**src/shared/smsi_defines.svh**
```systemverilog
`ifndef SMSI_DEFINES_SVH
`define SMSI_DEFINES_SVH
// Summary of operation
// - set pll lock-fail flag on falling lock edge; clear only by writing one.
// - filter auto unless override field given; tdc bypassed when low-power enable set.
// - analog supply below level raises interrupt or reset per action; status readable.
// - analog monitor config loaded from user row at start-up; software writes override.
// - enabled monitor with mode zero monitors its rail continuously.
// - core monitor gets no continuous monitoring in standby sleep.
// - both monitors reset to continuous mode.
// - sampling mode enables monitor briefly each tick, then disables it.
// - sampling tick is 1 kHz prescaler clock divided by 2^(psel+1).
// - hysteresis bit adds hysteresis to threshold in both modes.
// - bandgap trim loaded from factory data at reset; writes replace it.
// - each status bit rising edge sets its interrupt flag.
// - analog detect interrupt also wakes system without a bus clock.
// - lock timer timeout flag set once programmed lock time elapsed.
// - pll lock flag set when lock status asserts.
// - enable-set ones enable, enable-clear ones disable, zeros do nothing.
// - request active while a flag and its enable are both set.
// - all requests ORed onto one line.
// - fll control writes discarded while fll ready is zero.
// - fll read without request syncs and stalls unless disabled; request starts early.
// - monitor write clears sync-ready until synced; access meanwhile stalls.
// - ratio update while enabled clears lock, set again when stable.
`define SMSI_IRQ_W          19
`define SMSI_B_CRYSTAL_OSC_READY      0
`define SMSI_B_FLL_READY      4
`define SMSI_B_FLL_FINE_LOCKED    6
`define SMSI_B_AMON_RDY     9
`define SMSI_B_AMON_DET     10
`define SMSI_B_AMON_SRDY    11
`define SMSI_B_CMON_RDY     12
`define SMSI_B_CMON_DET     13
`define SMSI_B_CMON_SRDY    14
`define SMSI_B_PLL_LOCK     15
`define SMSI_B_PLL_LOST     16
`define SMSI_B_PLL_LOCK_TIMER_TIMEOUT     17
`define SMSI_B_PLL_FAIL     18
`define SMSI_REF_HZ         50000000
`define SMSI_TICK_HZ        1000
`define SMSI_TICK_CYC       (`SMSI_REF_HZ / `SMSI_TICK_HZ)
`define SMSI_SYNC_CYC       3
`define SMSI_PSEL_W         4
`define SMSI_LEVEL_W        6
`define SMSI_TRIM_W         7
`define SMSI_LOCK_TIME_SETTING_W        3
`define SMSI_FILT_W         2
`endif

```
**src/shared/smsi_pkg.sv**
```systemverilog
package smsi_pkg;
  typedef enum logic [1:0] {
    SMSI_SYNC_IDLE = 2'b00,
    SMSI_SYNC_BUSY = 2'b01,
    SMSI_SYNC_DONE = 2'b10
  } smsi_sync_t;
  typedef enum logic [1:0] {
    SMSI_SMP_IDLE = 2'b00,
    SMSI_SMP_ON   = 2'b01,
    SMSI_SMP_EVAL = 2'b10
  } smsi_smp_t;
endpackage

```
**src/hdl/smsi_top.sv**
```systemverilog
`timescale 1ns/1ps
`include "smsi_defines.svh"
module smsi_top
  import smsi_pkg::*;
#(
  parameter int TICK_CYC = `SMSI_TICK_CYC,
  parameter int LOCK_UNIT_CYC = `SMSI_TICK_CYC
) (
  // clock and reset
  input  wire logic                     ref_clk,
  input  wire logic                     rst_n,
  // non-volatile defaults, taken after reset release
  input  wire logic                     nvm_valid,
  input  wire logic                     nvm_amon_action,
  input  wire logic                     nvm_amon_hysteresis_enable,
  input  wire logic                     nvm_amon_enable,
  input  wire logic [`SMSI_LEVEL_W-1:0] nvm_amon_level,
  input  wire logic [`SMSI_TRIM_W-1:0]  factory_bandgap_trim,
  // analog supply monitor control write
  input  wire logic                     amon_wr,
  input  wire logic                     amon_rd,
  input  wire logic                     amon_enable_in,
  input  wire logic                     amon_mode_in,
  input  wire logic                     amon_action_in,
  input  wire logic                     amon_hysteresis_enable_in,
  input  wire logic                     amon_clk_en_in,
  input  wire logic [`SMSI_PSEL_W-1:0]  amon_psel_in,
  input  wire logic [`SMSI_LEVEL_W-1:0] amon_level_in,
  // core supply monitor control write
  input  wire logic                     cmon_wr,
  input  wire logic                     cmon_rd,
  input  wire logic                     cmon_enable_in,
  input  wire logic                     cmon_mode_in,
  input  wire logic                     cmon_action_in,
  input  wire logic                     cmon_hysteresis_enable_in,
  input  wire logic                     cmon_clk_en_in,
  input  wire logic [`SMSI_PSEL_W-1:0]  cmon_psel_in,
  input  wire logic [`SMSI_LEVEL_W-1:0] cmon_level_in,
  input  wire logic                     standby_sleep,
  // comparator results from the analog side
  input  wire logic                     analog_below,
  input  wire logic                     core_below,
  // bandgap
  input  wire logic                     bandgap_trim_wr,
  input  wire logic [`SMSI_TRIM_W-1:0]  bandgap_trim_in,
  // pll control and status
  input  wire logic                     pll_enable,
  input  wire logic                     pll_ratio_wr,
  input  wire logic                     pll_lock_raw,
  input  wire logic [`SMSI_LOCK_TIME_SETTING_W-1:0] lock_time_setting,
  input  wire logic                     filter_override,
  input  wire logic [`SMSI_FILT_W-1:0]  filter_sel_in,
  input  wire logic [`SMSI_FILT_W-1:0]  filter_auto,
  input  wire logic                     tdc_bypass_enable,
  // fll access
  input  wire logic                     fll_enable,
  input  wire logic                     fll_wr,
  input  wire logic                     fll_rd,
  input  wire logic                     sync_read_request,
  input  wire logic                     fll_sync_done,
  // oscillator and fll status bits
  input  wire logic [8:0]               osc_status,
  // interrupt registers
  input  wire logic                     irq_flag_wr,
  input  wire logic                     irq_enable_set_wr,
  input  wire logic                     irq_enable_clear_wr,
  input  wire logic [`SMSI_IRQ_W-1:0]   irq_wdata,
  // outputs
  output logic [`SMSI_IRQ_W-1:0]        power_clock_status,
  output logic [`SMSI_IRQ_W-1:0]        irq_flag_reg,
  output logic [`SMSI_IRQ_W-1:0]        irq_enable_reg,
  output logic                          irq,
  output logic                          wake_async,
  output logic                          bod_reset_req,
  output logic                          amon_comp_on,
  output logic                          amon_hysteresis_enable_out,
  output logic [`SMSI_LEVEL_W-1:0]      amon_level_out,
  output logic                          cmon_comp_on,
  output logic                          cmon_hysteresis_enable_out,
  output logic [`SMSI_LEVEL_W-1:0]      cmon_level_out,
  output logic [`SMSI_TRIM_W-1:0]       bandgap_trim,
  output logic [`SMSI_FILT_W-1:0]       pll_filter,
  output logic                          tdc_active,
  output logic                          fll_wr_accept,
  output logic                          bus_stall
);
  import smsi_pkg::*;

  if (TICK_CYC < 2 || LOCK_UNIT_CYC < 1) begin : g_bad_timing
    $error("smsi_top: bad timing parameter");
  end

  logic                     amon_en_q, amon_mode_q, amon_act_q, amon_hysteresis_enable_q, amon_cen_q;
  logic [`SMSI_PSEL_W-1:0]  amon_psel_q;
  logic [`SMSI_LEVEL_W-1:0] amon_level_q;
  logic                     cmon_en_q, cmon_mode_q, cmon_act_q, cmon_hysteresis_enable_q, cmon_cen_q;
  logic [`SMSI_PSEL_W-1:0]  cmon_psel_q;
  logic [`SMSI_LEVEL_W-1:0] cmon_level_q;
  logic                     amon_srdy, cmon_srdy, amon_busy, cmon_busy;
  logic                     amon_wr_ok, cmon_wr_ok;
  logic                     amon_det, cmon_det, amon_rdy, cmon_rdy;
  logic                     nvm_done_q, amon_rd_pend_q, cmon_rd_pend_q;
  logic [31:0]              tick_cnt_q;
  logic                     tick_1k;
  logic [`SMSI_TRIM_W-1:0]  trim_q;
  logic                     trim_loaded_q;
  logic                     lock_q, lock_prev_q, ratio_hold_q, lock_timer_timeout_q;
  logic [31:0]              lt_unit_q;
  logic [`SMSI_LOCK_TIME_SETTING_W+4:0] lt_cnt_q;
  logic                     pll_en_prev_q;
  logic [`SMSI_IRQ_W-1:0]   status, status_prev_q, flag_q, en_q, rise;
  logic                     fll_rd_pend_q;

  // writes while busy are held off by stall, never applied mid-sync
  assign amon_wr_ok = amon_wr && amon_srdy;
  assign cmon_wr_ok = cmon_wr && cmon_srdy;

  always_ff @(posedge ref_clk or negedge rst_n) begin
    if (!rst_n) nvm_done_q <= 1'b0;
    else if (nvm_valid) nvm_done_q <= 1'b1;
  end

  // analog monitor config; user-row defaults arrive once after reset
  always_ff @(posedge ref_clk or negedge rst_n) begin
    if (!rst_n) begin
      amon_en_q    <= 1'b0;
      amon_mode_q  <= 1'b0;
      amon_act_q   <= 1'b0;
      amon_hysteresis_enable_q  <= 1'b0;
      amon_cen_q   <= 1'b0;
      amon_psel_q  <= '0;
      amon_level_q <= '0;
    end else if (nvm_valid && !nvm_done_q) begin
      amon_en_q    <= nvm_amon_enable;
      amon_act_q   <= nvm_amon_action;
      amon_hysteresis_enable_q  <= nvm_amon_hysteresis_enable;
      amon_level_q <= nvm_amon_level;
    end else if (amon_wr_ok) begin
      amon_en_q    <= amon_enable_in;
      amon_mode_q  <= amon_mode_in;
      amon_act_q   <= amon_action_in;
      amon_hysteresis_enable_q  <= amon_hysteresis_enable_in;
      amon_cen_q   <= amon_clk_en_in;
      amon_psel_q  <= amon_psel_in;
      amon_level_q <= amon_level_in;
    end
  end

  always_ff @(posedge ref_clk or negedge rst_n) begin
    if (!rst_n) begin
      cmon_en_q    <= 1'b0;
      cmon_mode_q  <= 1'b0;
      cmon_act_q   <= 1'b0;
      cmon_hysteresis_enable_q  <= 1'b0;
      cmon_cen_q   <= 1'b0;
      cmon_psel_q  <= '0;
      cmon_level_q <= '0;
    end else if (cmon_wr_ok) begin
      cmon_en_q    <= cmon_enable_in;
      cmon_mode_q  <= cmon_mode_in;
      cmon_act_q   <= cmon_action_in;
      cmon_hysteresis_enable_q  <= cmon_hysteresis_enable_in;
      cmon_cen_q   <= cmon_clk_en_in;
      cmon_psel_q  <= cmon_psel_in;
      cmon_level_q <= cmon_level_in;
    end
  end

  assign amon_hysteresis_enable_out  = amon_hysteresis_enable_q;
  assign amon_level_out = amon_level_q;
  assign cmon_hysteresis_enable_out  = cmon_hysteresis_enable_q;
  assign cmon_level_out = cmon_level_q;

  smsi_sync_ctrl u_amon_sync (
    .ref_clk    (ref_clk),
    .rst_n      (rst_n),
    .start      (amon_wr_ok),
    .sync_ready (amon_srdy),
    .busy       (amon_busy)
  );
  smsi_sync_ctrl u_cmon_sync (
    .ref_clk    (ref_clk),
    .rst_n      (rst_n),
    .start      (cmon_wr_ok),
    .sync_ready (cmon_srdy),
    .busy       (cmon_busy)
  );

  // a read only stalls on the register that was just written
  always_ff @(posedge ref_clk or negedge rst_n) begin
    if (!rst_n) begin
      amon_rd_pend_q <= 1'b0;
      cmon_rd_pend_q <= 1'b0;
    end else begin
      if (amon_wr_ok) amon_rd_pend_q <= 1'b1;
      else if (!amon_busy) amon_rd_pend_q <= 1'b0;
      if (cmon_wr_ok) cmon_rd_pend_q <= 1'b1;
      else if (!cmon_busy) cmon_rd_pend_q <= 1'b0;
    end
  end

  // 1 kHz prescaler enable from the reference clock
  always_ff @(posedge ref_clk or negedge rst_n) begin
    if (!rst_n) tick_cnt_q <= 32'h0000_0000;
    else if (tick_1k) tick_cnt_q <= 32'h0000_0000;
    else tick_cnt_q <= tick_cnt_q + 32'h0000_0001;
  end
  assign tick_1k = (tick_cnt_q == 32'(TICK_CYC - 1));

  smsi_sampler u_amon (
    .ref_clk    (ref_clk),
    .rst_n      (rst_n),
    .enable     (amon_en_q),
    .mode       (amon_mode_q),
    .clk_en     (amon_cen_q),
    .psel       (amon_psel_q),
    .cont_block (1'b0),
    .tick_1k    (tick_1k),
    .below      (analog_below),
    .comp_on    (amon_comp_on),
    .detect     (amon_det),
    .ready      (amon_rdy)
  );
  smsi_sampler u_cmon (
    .ref_clk    (ref_clk),
    .rst_n      (rst_n),
    .enable     (cmon_en_q),
    .mode       (cmon_mode_q),
    .clk_en     (cmon_cen_q),
    .psel       (cmon_psel_q),
    .cont_block (standby_sleep),
    .tick_1k    (tick_1k),
    .below      (core_below),
    .comp_on    (cmon_comp_on),
    .detect     (cmon_det),
    .ready      (cmon_rdy)
  );

  // action bit picks reset or interrupt
  assign bod_reset_req = (amon_det && amon_act_q) || (cmon_det && cmon_act_q);
  // raw detect level, usable with no bus clock running
  assign wake_async    = analog_below && amon_en_q && !amon_act_q;

  // bandgap trim taken from factory data after reset, then writable
  always_ff @(posedge ref_clk or negedge rst_n) begin
    if (!rst_n) begin
      trim_q        <= '0;
      trim_loaded_q <= 1'b0;
    end else if (!trim_loaded_q) begin
      trim_q        <= factory_bandgap_trim;
      trim_loaded_q <= 1'b1;
    end else if (bandgap_trim_wr) trim_q <= bandgap_trim_in;
  end
  assign bandgap_trim = trim_q;

  // filter auto unless overridden, tdc bypass
  always_ff @(posedge ref_clk or negedge rst_n) begin
    if (!rst_n) pll_filter <= '0;
    else pll_filter <= filter_override ? filter_sel_in : filter_auto;
  end
  assign tdc_active = !tdc_bypass_enable;

  // lock status drops on a ratio update while running
  always_ff @(posedge ref_clk or negedge rst_n) begin
    if (!rst_n) ratio_hold_q <= 1'b0;
    else if (pll_ratio_wr && pll_enable) ratio_hold_q <= 1'b1;
    else if (!pll_lock_raw) ratio_hold_q <= 1'b0;
  end
  always_ff @(posedge ref_clk or negedge rst_n) begin
    if (!rst_n) lock_q <= 1'b0;
    else lock_q <= pll_enable && pll_lock_raw && !ratio_hold_q && !(pll_ratio_wr && pll_enable);
  end

  // lock timer: setting counts 32-unit steps from pll start
  always_ff @(posedge ref_clk or negedge rst_n) begin
    if (!rst_n) begin
      pll_en_prev_q <= 1'b0;
      lt_unit_q     <= 32'h0000_0000;
      lt_cnt_q      <= '0;
      lock_timer_timeout_q        <= 1'b0;
    end else begin
      pll_en_prev_q <= pll_enable;
      if (!pll_enable || lock_time_setting == '0 || (pll_enable && !pll_en_prev_q)) begin
        lt_unit_q <= 32'h0000_0000;
        lt_cnt_q  <= '0;
        lock_timer_timeout_q    <= 1'b0;
      end else if (!lock_timer_timeout_q) begin
        if (lt_unit_q == 32'(LOCK_UNIT_CYC - 1)) begin
          lt_unit_q <= 32'h0000_0000;
          lt_cnt_q  <= lt_cnt_q + 1'b1;
          if (lt_cnt_q + 1'b1 >= {lock_time_setting, 5'h00}) lock_timer_timeout_q <= 1'b1;
        end else lt_unit_q <= lt_unit_q + 32'h0000_0001;
      end
    end
  end

  always_comb begin
    status = '0;
    status[8:0]                = osc_status;
    status[`SMSI_B_AMON_RDY]   = amon_rdy;
    status[`SMSI_B_AMON_DET]   = amon_det;
    status[`SMSI_B_AMON_SRDY]  = amon_srdy;
    status[`SMSI_B_CMON_RDY]   = cmon_rdy;
    status[`SMSI_B_CMON_DET]   = cmon_det;
    status[`SMSI_B_CMON_SRDY]  = cmon_srdy;
    status[`SMSI_B_PLL_LOCK]   = lock_q;
    status[`SMSI_B_PLL_LOST]   = !lock_q && lock_prev_q;
    status[`SMSI_B_PLL_LOCK_TIMER_TIMEOUT]   = lock_timer_timeout_q;
    status[`SMSI_B_PLL_FAIL]   = !lock_q && lock_prev_q;
  end
  assign power_clock_status = status;

  always_ff @(posedge ref_clk or negedge rst_n) begin
    if (!rst_n) begin
      // sync-ready idles high; a zero here would fake a rising edge after reset
      status_prev_q <= (19'h0_0001 << `SMSI_B_AMON_SRDY) | (19'h0_0001 << `SMSI_B_CMON_SRDY);
      lock_prev_q   <= 1'b0;
    end else begin
      status_prev_q <= status;
      lock_prev_q   <= lock_q;
    end
  end

  // edge detect; lost/fail bits are already falling-edge pulses
  always_comb begin
    rise = status & ~status_prev_q;
    rise[`SMSI_B_PLL_LOST] = status[`SMSI_B_PLL_LOST];
    rise[`SMSI_B_PLL_FAIL] = status[`SMSI_B_PLL_FAIL];
  end

  // set beats write-one clear
  always_ff @(posedge ref_clk or negedge rst_n) begin
    if (!rst_n) flag_q <= '0;
    else flag_q <= rise | (flag_q & ~(irq_flag_wr ? irq_wdata : '0));
  end

  always_ff @(posedge ref_clk or negedge rst_n) begin
    if (!rst_n) en_q <= '0;
    else if (irq_enable_set_wr) en_q <= en_q | irq_wdata;
    else if (irq_enable_clear_wr) en_q <= en_q & ~irq_wdata;
  end

  assign irq_flag_reg   = flag_q;
  assign irq_enable_reg = en_q;
  assign irq            = |(flag_q & en_q);

  // fll writes dropped while not ready
  assign fll_wr_accept = fll_wr && osc_status[`SMSI_B_FLL_READY];

  // read without prior request stalls until sync, not when disabled
  always_ff @(posedge ref_clk or negedge rst_n) begin
    if (!rst_n) fll_rd_pend_q <= 1'b0;
    else if (sync_read_request || (fll_rd && fll_enable && !fll_sync_done)) fll_rd_pend_q <= 1'b1;
    else if (fll_sync_done) fll_rd_pend_q <= 1'b0;
  end

  assign bus_stall = (amon_wr && amon_busy) || (cmon_wr && cmon_busy) ||
                     (amon_rd && amon_rd_pend_q) || (cmon_rd && cmon_rd_pend_q) ||
                     (fll_rd && fll_enable && !fll_sync_done &&
                      (fll_rd_pend_q || !sync_read_request));
endmodule

```
**src/hdl/smsi_sync_ctrl.sv**
```systemverilog
`timescale 1ns/1ps
`include "smsi_defines.svh"
// write-synchronisation tracker for one monitor control register
module smsi_sync_ctrl
  import smsi_pkg::*;
(
  // clock and reset
  input  wire logic ref_clk,
  input  wire logic rst_n,
  // request
  input  wire logic start,
  // status
  output logic      sync_ready,
  output logic      busy
);
  import smsi_pkg::*;
  smsi_sync_t state_q;
  logic [1:0] cnt_q;

  always_ff @(posedge ref_clk or negedge rst_n) begin
    if (!rst_n) begin
      state_q <= SMSI_SYNC_IDLE;
      cnt_q   <= 2'h0;
    end else begin
      unique case (state_q)
        // a write taken as ready returns must start a fresh sync
        SMSI_SYNC_IDLE, SMSI_SYNC_DONE: begin
          if (start) begin
            state_q <= SMSI_SYNC_BUSY;
            cnt_q   <= 2'(`SMSI_SYNC_CYC - 1);
          end else state_q <= SMSI_SYNC_IDLE;
        end
        SMSI_SYNC_BUSY: begin
          if (cnt_q == 2'h0) state_q <= SMSI_SYNC_DONE;
          else cnt_q <= cnt_q - 2'h1;
        end
        default:        state_q <= SMSI_SYNC_IDLE;
      endcase
    end
  end

  // ready clears during sync and returns at completion
  assign busy       = (state_q == SMSI_SYNC_BUSY);
  assign sync_ready = !busy;
endmodule

```
**src/hdl/smsi_sampler.sv**
```systemverilog
`timescale 1ns/1ps
`include "smsi_defines.svh"
// one supply monitor: mode, sampling tick and detect evaluation
module smsi_sampler
  import smsi_pkg::*;
(
  // clock and reset
  input  wire logic                    ref_clk,
  input  wire logic                    rst_n,
  // configuration
  input  wire logic                    enable,
  input  wire logic                    mode,
  input  wire logic                    clk_en,
  input  wire logic [`SMSI_PSEL_W-1:0] psel,
  input  wire logic                    cont_block,
  // prescaler tick and comparator
  input  wire logic                    tick_1k,
  input  wire logic                    below,
  // outputs
  output logic                         comp_on,
  output logic                         detect,
  output logic                         ready
);
  import smsi_pkg::*;
  smsi_smp_t state_q;
  logic [15:0] div_q;
  logic        smp_tick;
  logic [15:0] div_max;

  // 2^(psel+1) prescaler ticks per sample
  assign div_max  = 16'((32'h0000_0002 << psel) - 32'h0000_0001);
  assign smp_tick = tick_1k && (div_q == div_max);

  always_ff @(posedge ref_clk or negedge rst_n) begin
    if (!rst_n) div_q <= 16'h0000;
    else if (!clk_en || !mode) div_q <= 16'h0000;
    else if (tick_1k) div_q <= smp_tick ? 16'h0000 : div_q + 16'h0001;
  end

  always_ff @(posedge ref_clk or negedge rst_n) begin
    if (!rst_n) state_q <= SMSI_SMP_IDLE;
    else begin
      unique case (state_q)
        SMSI_SMP_IDLE: if (enable && mode && clk_en && smp_tick) state_q <= SMSI_SMP_ON;
        SMSI_SMP_ON:   state_q <= SMSI_SMP_EVAL;
        SMSI_SMP_EVAL: state_q <= SMSI_SMP_IDLE;
        default:       state_q <= SMSI_SMP_IDLE;
      endcase
    end
  end

  // continuous when enabled with mode zero and cont_block low
  assign comp_on = enable && ((!mode && !cont_block) || (mode && state_q != SMSI_SMP_IDLE));

  always_ff @(posedge ref_clk or negedge rst_n) begin
    if (!rst_n) detect <= 1'b0;
    else if (!enable) detect <= 1'b0;
    else if (!mode && !cont_block) detect <= below;
    else if (mode && state_q == SMSI_SMP_EVAL) detect <= below; // held between samples
  end

  always_ff @(posedge ref_clk or negedge rst_n) begin
    if (!rst_n) ready <= 1'b0;
    else ready <= enable;
  end
endmodule

```
**config.mk**
```make
export PLATFORM = sky130hd
export DESIGN_NAME = smsi_top
export DESIGN_NICKNAME = d
export VERILOG_FILES = /design/src/shared/smsi_pkg.sv /design/src/hdl/smsi_top.sv /design/src/hdl/smsi_sync_ctrl.sv /design/src/hdl/smsi_sampler.sv
export VERILOG_INCLUDE_DIRS = /design/src /design/src/shared
export SDC_FILE = /design/constraint.sdc
export NUM_CORES = 1
export LEC_CHECK = 0
export BUFFER_PORTS_ARGS = -buffer_cell sky130_fd_sc_hd__buf_2
export CORE_MARGIN = 2
export CORE_UTILIZATION = 44
export CTS_BUF_LIST = sky130_fd_sc_hd__clkbuf_8 sky130_fd_sc_hd__clkbuf_16
export CTS_CLUSTER_SIZE = 30
export DETAILED_ROUTE_END_ITERATION = 8
export GPL_ROUTABILITY_DRIVEN = 0
export PLACE_DENSITY = 0.62
export SYNTH_ARGS = -nofsm -noshare
export SYNTH_HDL_FRONTEND = slang
export SYNTH_SLANG_ARGS = --single-unit
```
**constraint.sdc**
```tcl
create_clock -name ref_clk -period 3.7 [get_ports ref_clk]
set_clock_uncertainty 0.15 [all_clocks]
set_input_delay 0.925 -clock ref_clk [delete_from_list [all_inputs] [get_ports ref_clk]]
set_output_delay 0.925 -clock ref_clk [all_outputs]
set_load 0.02 [all_outputs]
```
After elaboration in Yosys (flattened, before gate mapping)
Index checks and enable logic that the tools add are counted.
{"block": "op_classes", "bitwise": 10, "eq_ne": 27, "reduce_logical": 90, "add_sub_neg": 9, "magnitude_cmp": 1, "muxes": 61, "n_shift": 2}
{"cell": "$mux W32", "n": 4}
{"cell": "$mux W16", "n": 6}
{"cell": "$add A32 B1 Y32 const B", "n": 2}
{"cell": "$eq A32 B16 Y1 const B", "n": 2}
{"cell": "$and A19 B19 Y19", "n": 3}
{"cell": "$mux W19", "n": 3}
{"cell": "$not A19 Y19", "n": 2}
{"cell": "$or A19 B19 Y19", "n": 2}
{"cell": "$logic_and A1 B1 Y1", "n": 36}
{"cell": "$add A16 B1 Y16 const B", "n": 2}
{"cell": "$eq A16 B16 Y1", "n": 2}
{"cell": "$shl A2 B4 Y16 const A", "n": 2}
{"cell": "$sub A16 B1 Y16 const B", "n": 2}
{"cell": "$mux W1", "n": 26}
{"cell": "$mux W8", "n": 3}
{"cell": "$pmux W2 S2", "n": 6}
{"cell": "$reduce_bool A2 Y1", "n": 10}
{"cell": "$reduce_or A19 Y1", "n": 1}
{"cell": "$and A18 B18 Y18", "n": 1}
{"cell": "$mux W2", "n": 9}
{"cell": "$not A18 Y18", "n": 1}
{"cell": "$logic_not A1 Y1", "n": 17}
{"cell": "$ne A2 B1 Y1 const B", "n": 8}
{"cell": "$mux W7", "n": 2}
{"cell": "16 further kinds", "n": 48}
{"block": "totals", "register_bits": 225, "output_inout_bits": 88, "word_cells": 244, "in_bits": 112}

Longest topological paths before layout
Gate-level depths: netlist of run 1.
{"block": "depth", "ltp_word": 7, "mapped_depth": 15, "ltp_nobuf": 10}

By module
A second synthesis of run 1 with hierarchy kept.
{"block": "unflattened", "hier_cells": 1130, "area_unflattened_um2": 11280.8}
{"module": "smsi_top", "n_inst": 1, "cells_each": 738, "seq_area_each_um2": 4381.7, "area_per_inst_um2": 7870.0}
{"module": "smsi_sampler", "n_inst": 2, "cells_each": 179, "seq_area_each_um2": 500.5, "area_per_inst_um2": 1502.7}
{"module": "smsi_sync_ctrl", "n_inst": 2, "cells_each": 17, "seq_area_each_um2": 100.1, "area_per_inst_um2": 202.7}

Worst setup path after synthesis of run 1
OpenSTA, ideal clock, no wires.
{"block": "synth_path", "path_kind": "register to register", "start": "register amon_psel_q[1]", "end": "register u_amon.div_q[12]", "n_path_buf": 5, "synth_period_minus_slack_ns": 2.995, "path_slack_ns": 0.705, "arrival_time_ns": 2.709, "stages_incl_launch_ff": 15, "required_ns": 3.413, "cell_sequence": "dfrtp_1 -> buf_2 -> buf_2 -> nor2_1 -> nand3_1 -> ha_1 -> buf_2 -> o21a_1 -> or3_1 -> a2111oi_1 -> nand4b_1 -> buf_4 -> buf_6 -> nand3_1 -> a31oi_1"}
{"block": "synth_via", "elab_chain_len": 7}
{"item": "start, declared", "line": "smsi_top.sv:94", "text": "logic [`SMSI_PSEL_W-1:0] amon_psel_q;"}
{"item": "start signal, assigned", "line": "smsi_top.sv:144", "text": "amon_psel_q <= amon_psel_in;"}
{"item": "$shl A2 B4 Y16", "line": "smsi_sampler.sv:31", "text": "assign div_max = 16'((32'h0000_0002 << psel) - 32'h0000_0001);"}
{"item": "$sub A16 B1 Y16", "line": "smsi_sampler.sv:31"}
{"item": "$eq A16 B16 Y1", "line": "smsi_sampler.sv:32", "text": "assign smp_tick = tick_1k && (div_q == div_max);"}
{"item": "$logic_and A1 B1 Y1", "line": "smsi_sampler.sv:32"}
{"item": "$mux W16 (2 in a row)", "line": "smsi_sampler.sv:37", "text": "else if (tick_1k) div_q <= smp_tick ? 16'h0000 : div_q + 16'h0001;"}
{"item": "$mux W16", "line": "smsi_sampler.sv:36", "text": "else if (!clk_en || !mode) div_q <= 16'h0000;"}
{"item": "end signal, assigned", "line": "smsi_sampler.sv:37"}
{"item": "end, declared", "line": "smsi_sampler.sv:26", "text": "logic [15:0] div_q;"}
Every way passes these cells. The select of a mux whose other input is x is not followed.
A chain may end at the register's enable or synchronous reset.

Worst setup path after layout of run 1
{"block": "layout_path", "start": "register amon_psel_q[2]", "end": "register u_amon.div_q[8]"}
The elaborated chain is that of the path after synthesis.

==> flow_summary.ini, run 1 <==
[finish]
ff_latch_area_um2 = 5580
final_core_util_pct = 53.2
drive_gt1_share_pct = 22.4
area_growth_pct = 18.2
nets = 1471
diodes = 0
num-fill-cells = 2309
multiInputGateArea_um2 = 5250

[sta]
max_clock_freq_mhz = 295
slew_headroom_pct = 35.4
rsz0062_at_grt = false
hold_violations = 0
drv_slew = 0
tns_ps = 0
period_minus_slack_ps = 3390
worst_slew_pin_slew_ps = 955
setup_viol = 0
finalCritPeriodShare_pct = 91.6

[pwr]
p_comb_share_pct = 29.7
p_switching_uw = 2700
leakage_uw = 0.00625
p_per_area_nw_per_um2 = 595
switching_share_pct = 33.8
ir_worst_vdd_uv = 481
pwr-share-seq_pct = 38.7
power.share.clock_pct = 31.6
intPower_uw = 5290

[die]
ios = 200
fp.dieH_um = 165
design.die.area_um2 = 27100
fp.coreArea_um2 = 25300
rows = 58
die_width_um = 165
initial_core_util_pct = 45.0

[route]
via_per_inst = 5.36
drc_errors = 0
ant_nets = 0
via_count = 9085
wl_mm = 26.8
drt_first_pass_iters = 5
drtIter0Drc = 645
wire_per_inst_um = 15.8

[synth]
syn_avg_cell_area_um2 = 9.73
synth.largest_area_cell = dfrtp_1
synthTopCellsByArea = dfrtp_1 (49%), nand2_1 (4.9%), xor2_1 (3.9%)
synthCells = 1167
synth_top_area_share_pct = 48.7
synth-edff-count = 0
syn_nets = 1292
yosys.cell_types.count = 74
ys_async_sr_fraction_pct = 100
yosysMostFrequentCell = dfrtp_1
syn_area_um2 = 11400
synthFlopType = dfrtp_1
synth_warnings = 0
yosysSeqAreaShare_pct = 49.2
synth_seq_cells = 223
synthTopCellsByCount = dfrtp_1 (221), nand2_1 (149), nor2_1 (112)

[worst_setup_path]
critPathLaunchType = register
cpMostUsedCell = inv_1
path_cells = inv_1, nand3_1, ha_1, inv_1, o31a_1, a221oi_1, a2111oi_1, nand4b_1, buf_4, or4b_1, a31oi_1
cp_data_arrival_time_ps = 3670
cpLargestDelayFamily = compound AO/OA/AOI/OAI gates
endpoint_kind = register
critPathMaxFanout = 21
crit_required_ps = 3980
cpPeakStageDelay_ps = 540
worst-path-buf-inv = 3
critPathKind = register to register
crit_path_top_delay_cell = ha_1
r2r_cells = 11
critical_path_depth = 11

[clocking]
clock_latency_ps = 510
postCtsHoldBufs = 0
clk_pin_slew_ps = 60
cts_buffers = 25
clk_path_buf_depth = 3
post_cts_buffers = 0
cts.sinks = 223
cts-root-buf = clkbuf_16
post_cts_resize_count = 0
cts_tree = yes
htree_num_levels = 1

[run]
cap_violations = 0

[global_routing]
grt_pass1_wl_mm = 44.3
grt_pass1_vias = 8544
overflow = 0
antenna_found_initial = 1
grt_max_degree = 70
grt_use_total_pct = 20.0

[min_path]
min_path_type = input port to asynchronous set/reset pin

[placement]
dp_hpwl_mm = 19.2
io_buffers = 199

[run_status]
status = finished, final reports clean
[through the flow]
stage                     area, um^2  instances  total power (uW)  setup WS, ps  hold WS, ps
final                          13400       1694              7990           312          217
after global routing           13400       1694              8500          22.8          250
after CTS                      13400       1694              8090           359          231
after detailed placement       12600       1649              5510           362          251
after global placement         12600       1649              5470           444          236
after floorplan                11400       1167              4820           705          225
[cell families after synthesis]
kind of cell	synth area share [%]
adder cells (fa/ha/maj)	1.43
buffers and inverters	4.58
multiplexers	4.24
flip-flops	49.2
AND/OR/NAND/NOR	21.6
AO/OA/AOI/OAI	11.8
other	0.0330
XOR/XNOR	7.10
[layer usage]
metal	vias up	GRT usage [%]	routed length [um]	part of all wire (%)
met5	-	0	17	0.063
met3	29	3.62	1770	6.6
met1	4344	29.2	12700	47
met2	267	31.6	12000	45
met4	2	3.79	342	1.3
li1	4443	-	-	-
[power by group through the flow]
stage          combinational [uW]  sequential, uW  clock [uW]
2_1_floorplan                1590            3230           0
3_3_place_gp                 2350            3120           0
3_5_place_dp                 2380            3130           0
4_1_cts                      2390            3090        2610
5_1_grt                      2650            3140        2700
6_report                     2370            3090        2530
[area by class of cell]
class / instances / share of cell area, %
sequential: 223 / 41.6
clock buffer: 31 / 5.27
tap: 330 / 3.08
multi-input combinational: 837 / 39.1
clock inverter: 14 / 1.07
inverter: 41 / 1.15
timing repair buffer: 218 / 8.74
[worst paths after layout]
path                                            startpoint                          end  slack [ps]
worst max-delay path            amon_psel_q[2]$_DFFE_PN0P_  u_amon.div_q[8]$_DFFE_PN0P_         310
worst min register to register      u_cmon.ready$_DFF_PN0_  status_prev_q[12]$_DFF_PN0_         260
worst max register to register  amon_psel_q[2]$_DFFE_PN0P_  u_amon.div_q[8]$_DFFE_PN0P_         310
min in group ref_clk                u_cmon.ready$_DFF_PN0_  status_prev_q[12]$_DFF_PN0_         260
max in group asynchronous                            rst_n     tick_cnt_q[15]$_DFF_PN0_        2380
worst min-delay path                                 rst_n    irq_flag_reg[0]$_DFF_PN0_         220
[cell usage in the layout, fill, tap and decap left out, types with 25 or more instances in the layout]
cell type / Yosys / layout
a21oi_1: 27 / 27
a22o_1: 26 / 26
and3_1: 27 / 27
buf_2: 17 / 198
clkbuf_16: 0 / 25
dfrtp_1: 221 / 221
inv_1: 41 / 45
mux2_2: 25 / 25
nand2_1: 149 / 149
nand3_1: 52 / 52
nand4_1: 26 / 26
nor2_1: 112 / 112
o21ai_0: 60 / 60
xnor2_1: 41 / 41
xor2_1: 51 / 51
Power figures use the tool's default switching activity.
==> inputs of run 2 (changes only) <==
==> constraint.sdc (replaced) <==
create_clock -name ref_clk -period 3.75 [get_ports ref_clk]
set_clock_uncertainty 0.15 [all_clocks]
set_input_delay 0.9375 -clock ref_clk [delete_from_list [all_inputs] [get_ports ref_clk]]
set_output_delay 0.9375 -clock ref_clk [all_outputs]
set_load 0.02 [all_outputs]
==> run 2 against run 1 <==
Utilization up 0.31 points; worst hold slack improved by 27 ps; setup slack gained 15 ps; via count rose by 0.73%; highest routed layer is now met4; global-route usage is 0.20 points higher; critical endpoint is now u_amon.div_q[2]$_DFFE_PN0P_; total power down 0.13%; maximum frequency fell by 1.0%; clock-buffer cell count is 4 higher.
==> flow_summary.ini, run 2 (same netlist as run 1, synthesis figures left out) <==
[global_routing]
grt_use_total_pct = 20.2
overflow = 0
antenna_found_initial = 0
grt_pass1_wl_mm = 44.6
grt_pass1_vias = 8687
grt_max_degree = 72

[worst_setup_path]
cpPeakStageDelay_ps = 480
r2r_cells = 11
endpoint_kind = register
path_cells = nor2_1, nand2_1, ha_1, or3_1, a211oi_2, o21ai_0, a2111oi_1, nand4b_1, buf_4, nand4b_1, a31oi_1
critPathKind = register to register
cp_data_arrival_time_ps = 3650
crit_required_ps = 3980
crit_path_top_delay_cell = dfrtp_1
ff2ff_setup_slack_ps = 330
r2r_start = amon_psel_q[2]$_DFFE_PN0P_
critPathMaxFanout = 12
critPathLaunchType = register
reg2reg_to = u_amon.div_q[2]$_DFFE_PN0P_
cpMostUsedCell = nand4b_1

[finish]
diodes = 0
drive_gt1_share_pct = 22.6
final_cell_mix = dfrtp_1 (221), buf_2 (198), nand2_1 (149), nor2_1 (112), o21ai_0 (60)
final_common_cell = dfrtp_1
area_growth_pct = 18.9
nets = 1475

[clocking]
clk_path_buf_depth = 3
cts.sinks = 223
clock_latency_ps = 520
clk_pin_slew_ps = 60
postCtsHoldBufs = 0
post_cts_buffers = 0
cts-root-buf = clkbuf_16
htree_num_levels = 1
cts_tree = yes
post_cts_resize_count = 0
cts_buffers = 26

[sta]
rsz0062_at_grt = false
period_minus_slack_ps = 3420
drv_slew = 0
final.setup.worst_slack_ps = 327
max_clock_freq_mhz = 292
tns_ps = 0
worst_slew_pin_slew_ps = 761
setup_viol = 0
hold_violations = 0
slew_headroom_pct = 48.6
finalCritPeriodShare_pct = 91.3

[pwr]
pwr-share-seq_pct = 38.3
p_switching_uw = 2690
p_per_area_nw_per_um2 = 591
leakage_uw = 0.00629
power.share.clock_pct = 32.4
switching_share_pct = 33.7
intPower_uw = 5290
ir_worst_vdd_uv = 331
p_comb_share_pct = 29.3

[run_status]
status = finished, final reports clean

[route]
drt_first_pass_iters = 5
drtIter0Drc = 681
ant_nets = 0
wl_mm = 27.0
drc_errors = 0
via_per_inst = 5.38
wire_per_inst_um = 15.9
via_count = 9151

[die]
fp.coreArea_um2 = 25300
rows = 58
fp.dieH_um = 165
ios = 200
die_width_um = 165
initial_core_util_pct = 45.0
design.die.area_um2 = 27100

[placement]
pre_cts_ws_ps = 357
io_buffers = 199
dp_hpwl_mm = 19.3

[run]
cap_violations = 0

[min_path]
min_path_type = input port to asynchronous set/reset pin
[run 2: cell types whose count changed in the layout (fill, tap and decap cells not counted)]
| cell | previous run | this run |
|---|---|---|
| clkbuf_8 | 6 | 8 |
| buf_4 | 17 | 20 |
| inv_6 | 0 | 1 |
| bufinv_16 | 3 | 2 |
| inv_1 | 45 | 47 |
| clkinv_2 | 6 | 3 |
| clkbuf_16 | 25 | 27 |
| nor4bb_2 | 0 | 1 |
| nor4bb_1 | 2 | 1 |
[run 2: area by class of cell]
cell class / instances / area, um^2
clock buffer: 35 / 786
fill: 2308 / 11800
clock inverter: 13 / 115
inverter: 41 / 154
multi-input combinational: 837 / 5260
tap: 330 / 413
sequential: 223 / 5580
timing repair buffer: 221 / 1200
[run 2: worst max-delay path by stage]
stage / start / to / slack [ps] / depth (start not counted)
3_5_place_dp: amon_psel_q[2]$_DFFE_PN0P_ / u_amon.div_q[2]$_DFFE_PN0P_ / 360 / 11
2_1_floorplan: amon_psel_q[1]$_DFFE_PN0P_ / u_amon.div_q[12]$_DFFE_PN0P_ / 750 / 14
4_1_cts: amon_psel_q[2]$_DFFE_PN0P_ / u_amon.div_q[2]$_DFFE_PN0P_ / 340 / 11
6_report: amon_psel_q[2]$_DFFE_PN0P_ / u_amon.div_q[2]$_DFFE_PN0P_ / 330 / 11
5_1_grt: amon_psel_q[2]$_DFFE_PN0P_ / u_amon.div_q[11]$_DFFE_PN0P_ / 4 / 12
3_3_place_gp: amon_psel_q[2]$_DFFE_PN0P_ / u_amon.div_q[13]$_DFFE_PN0P_ / 460 / 11
[run 2: power groups by stage]
| stage | Sequential [uW] | Combinational (uW) | Clock (uW) |
|---|---|---|---|
| 3_5_place_dp | 3100 | 2350 | 0 |
| 6_report | 3060 | 2340 | 2590 |
| 5_1_grt | 3110 | 2590 | 2780 |
| 4_1_cts | 3060 | 2350 | 2670 |
| 2_1_floorplan | 3190 | 1570 | 0 |
| 3_3_place_gp | 3090 | 2310 | 0 |
[run 2: worst max-delay path: cells and delay by family, from the launching register on]
family,cells,cell delay (ps)
and+or+nand+nor,5,1180
AOI/OAI and AO/OA,4,790
DFF,1,480
adders and majority gates,1,340
buffers and inverters,1,320
[run 2: metal layers]
metal | vias up | routed length [um] | track usage [%]
li1 | 4458 | - | -
met1 | 4364 | 12300 | 28.4
met2 | 293 | 12100 | 32.2
met3 | 36 | 1980 | 4.39
met4 | 0 | 529 | 4.51
met5 | - | 0 | 0
[run 2: through the flow]
| step | util (%) | power [uW] | std cells | instance area [um^2] | hold slack (ps) |
|---|---|---|---|---|---|
| after floorplan | - | 4750 | 1167 | 11400 | 225 |
| after global placement | 49.9 | 5400 | 1652 | 12600 | 237 |
| after detailed placement | 49.9 | 5450 | 1652 | 12600 | 248 |
| after CTS | 53.4 | 8080 | 1700 | 13500 | 259 |
| after global routing | 53.5 | 8480 | 1700 | 13500 | 274 |
| final | 53.5 | 7980 | 1700 | 13500 | 244 |
==> inputs of run 3 (changes only) <==
--- a/config.mk
+++ b/config.mk
@@ -14,6 +14,7 @@
 export DETAILED_ROUTE_END_ITERATION = 8
 export GPL_ROUTABILITY_DRIVEN = 0
 export PLACE_DENSITY = 0.62
+export RECOVER_POWER = 50
 export SYNTH_ARGS = -nofsm -noshare
 export SYNTH_HDL_FRONTEND = slang
 export SYNTH_SLANG_ARGS = --single-unit
==> run 3 against run 2 <==
The flow now finishes with violations (capacitance limit, slew limit); via count grew 0.22%; largest cell class unchanged; flip-flop and latch count is the same; wire length is essentially flat; maximum frequency shrank 0.10%; combinational power is essentially flat; sequential power is essentially flat; clock power is essentially flat; critical endpoint unchanged.
==> flow_summary.ini, run 3 (same netlist as run 1, synthesis figures left out) <==
[route]
via_per_inst = 5.39
wire_per_inst_um = 15.8
drt_first_pass_iters = 5
drc_errors = 0
via_count = 9171
drtIter0Drc = 698
wl_mm = 26.9
ant_nets = 0

[worst_setup_path]
critPathLaunchType = register
endpoint_kind = register
cpPeakStageDelay_ps = 480
crit_required_ps = 3980
critPathMaxFanout = 12
path_cells = nor2_1, nand2_1, ha_1, or3_1, a211oi_2, o21ai_0, a2111oi_1, nand4b_1, buf_4, nand4b_1, a31oi_1
crit_path_top_delay_cell = dfrtp_1
cpMostUsedCell = nand4b_1
cp_data_arrival_time_ps = 3660
critPathKind = register to register

[clocking]
clk_pin_slew_ps = 60
cts_buffers = 26
clk_path_buf_depth = 3
cts.sinks = 223
postCtsHoldBufs = 0
cts_tree = yes
cts-root-buf = clkbuf_16
clock_latency_ps = 520
htree_num_levels = 1

[sta]
hold_violations = 0
finalCritPeriodShare_pct = 91.4
worst_slew_pin_slew_ps = 1900
period_minus_slack_ps = 3430
setup_viol = 0
max_clock_freq_mhz = 292
rsz0062_at_grt = false
tns_ps = 0
drv_slew = 70
slew_headroom_pct = -26.8

[pwr]
ir_worst_vdd_uv = 331
leakage_uw = 0.00625
p_per_area_nw_per_um2 = 592

[global_routing]
antenna_found_initial = 0
grt_pass1_vias = 8687
overflow = 0
grt_max_degree = 72
grt_pass1_wl_mm = 44.6
grt_use_total_pct = 20.2

[finish]
num-fill-cells = 2318
final_core_util_pct = 53.4
final_cell_mix = dfrtp_1 (221), buf_2 (184), nand2_1 (149), nor2_1 (112), o21ai_0 (60)
nets = 1475
drive_gt1_share_pct = 21.6
diodes = 0
final_common_cell = dfrtp_1
area_growth_pct = 18.7

[placement]
io_buffers = 199
dp_hpwl_mm = 19.3

[run_status]
status = complete, but fails checks
violations = capacitance limit, slew limit

[die]
die_width_um = 165
initial_core_util_pct = 45.0
ios = 200
rows = 58
design.die.area_um2 = 27100
fp.dieH_um = 165
fp.coreArea_um2 = 25300

[min_path]
min_path_type = register to register

[run]
cap_violations = 1
run 3: cell count changes in the layout (fill, tap and decap cells not counted), sizes merged:
cell / change
buf: -16
clkbuf: +16
run 3: worst max-delay path: cells and delay by family, from the launching register on:
kind / cells / cell delay, ps
simple gates: 5 / 1180
compound gates: 4 / 790
flops: 1 / 480
fa+ha+maj: 1 / 340
buf+inv: 1 / 320
run 3: layer usage:
metal,part of all wire (%),global-route usage [%],up-vias,wire (um)
met5,0,0,-,0
met4,2.0,4.51,0,527
met3,7.3,4.39,36,1960
met2,45,32.2,296,12100
met1,46,28.4,4380,12300
li1,-,-,4459,-
run 3: worst paths after layout:
path	slack, ps	depth (start not counted)	end	startpoint
worst max-delay path	320	11	u_amon.div_q[2]$_DFFE_PN0P_	amon_psel_q[2]$_DFFE_PN0P_
max in group asynchronous	1180	2	cmon_level_out[2]$_DFFE_PN0P_	rst_n
worst max register to register	320	11	u_amon.div_q[2]$_DFFE_PN0P_	amon_psel_q[2]$_DFFE_PN0P_
worst min register to register	250	0	status_prev_q[12]$_DFF_PN0_	u_cmon.ready$_DFF_PN0_
min in group asynchronous	800	1	asynchronous set/reset pin	rst_n
worst min-delay path	250	0	status_prev_q[12]$_DFF_PN0_	u_cmon.ready$_DFF_PN0_
run 3: layout make-up:
| class | count | area [um^2] | share of cell area [%] |
|---|---|---|---|
| clock buffers | 35 | 786 | 5.83 |
| repair buffers | 221 | 1170 | 8.65 |
| clock inverters | 13 | 115 | 0.854 |
| well taps | 330 | 413 | 3.06 |
| flip-flops and latches | 223 | 5580 | 41.4 |
| multi-input cells | 837 | 5260 | 39.0 |
| inverters | 41 | 154 | 1.14 |
run 3: power breakdown:
| part | internal (uW) | switching, uW |
|---|---|---|
| Clock | 1600 | 991 |
| Sequential | 2760 | 296 |
| Combinational | 928 | 1400 |
| Total | 5290 | 2690 |
run 3: per-stage QoR:
| stage | hold WS [ps] | worst slack (ps) | instances | instance area, um^2 | power, uW |
|---|---|---|---|---|---|
| 2_1_floorplan | 225 | 755 | 1167 | 11400 | 4750 |
| 3_3_place_gp | 237 | 456 | 1652 | 12600 | 5400 |
| 3_5_place_dp | 248 | 357 | 1652 | 12600 | 5450 |
| 4_1_cts | 259 | 345 | 1700 | 13500 | 8080 |
| 5_1_grt | 274 | 4.09 | 1700 | 13500 | 8480 |
| 6_report | 254 | 324 | 1700 | 13500 | 7980 |
run 3: timing repair:
action,4_1_cts,5_1_grt
resized for setup,0,1
buffers inserted,0,0
setup endpoints to repair,0,15
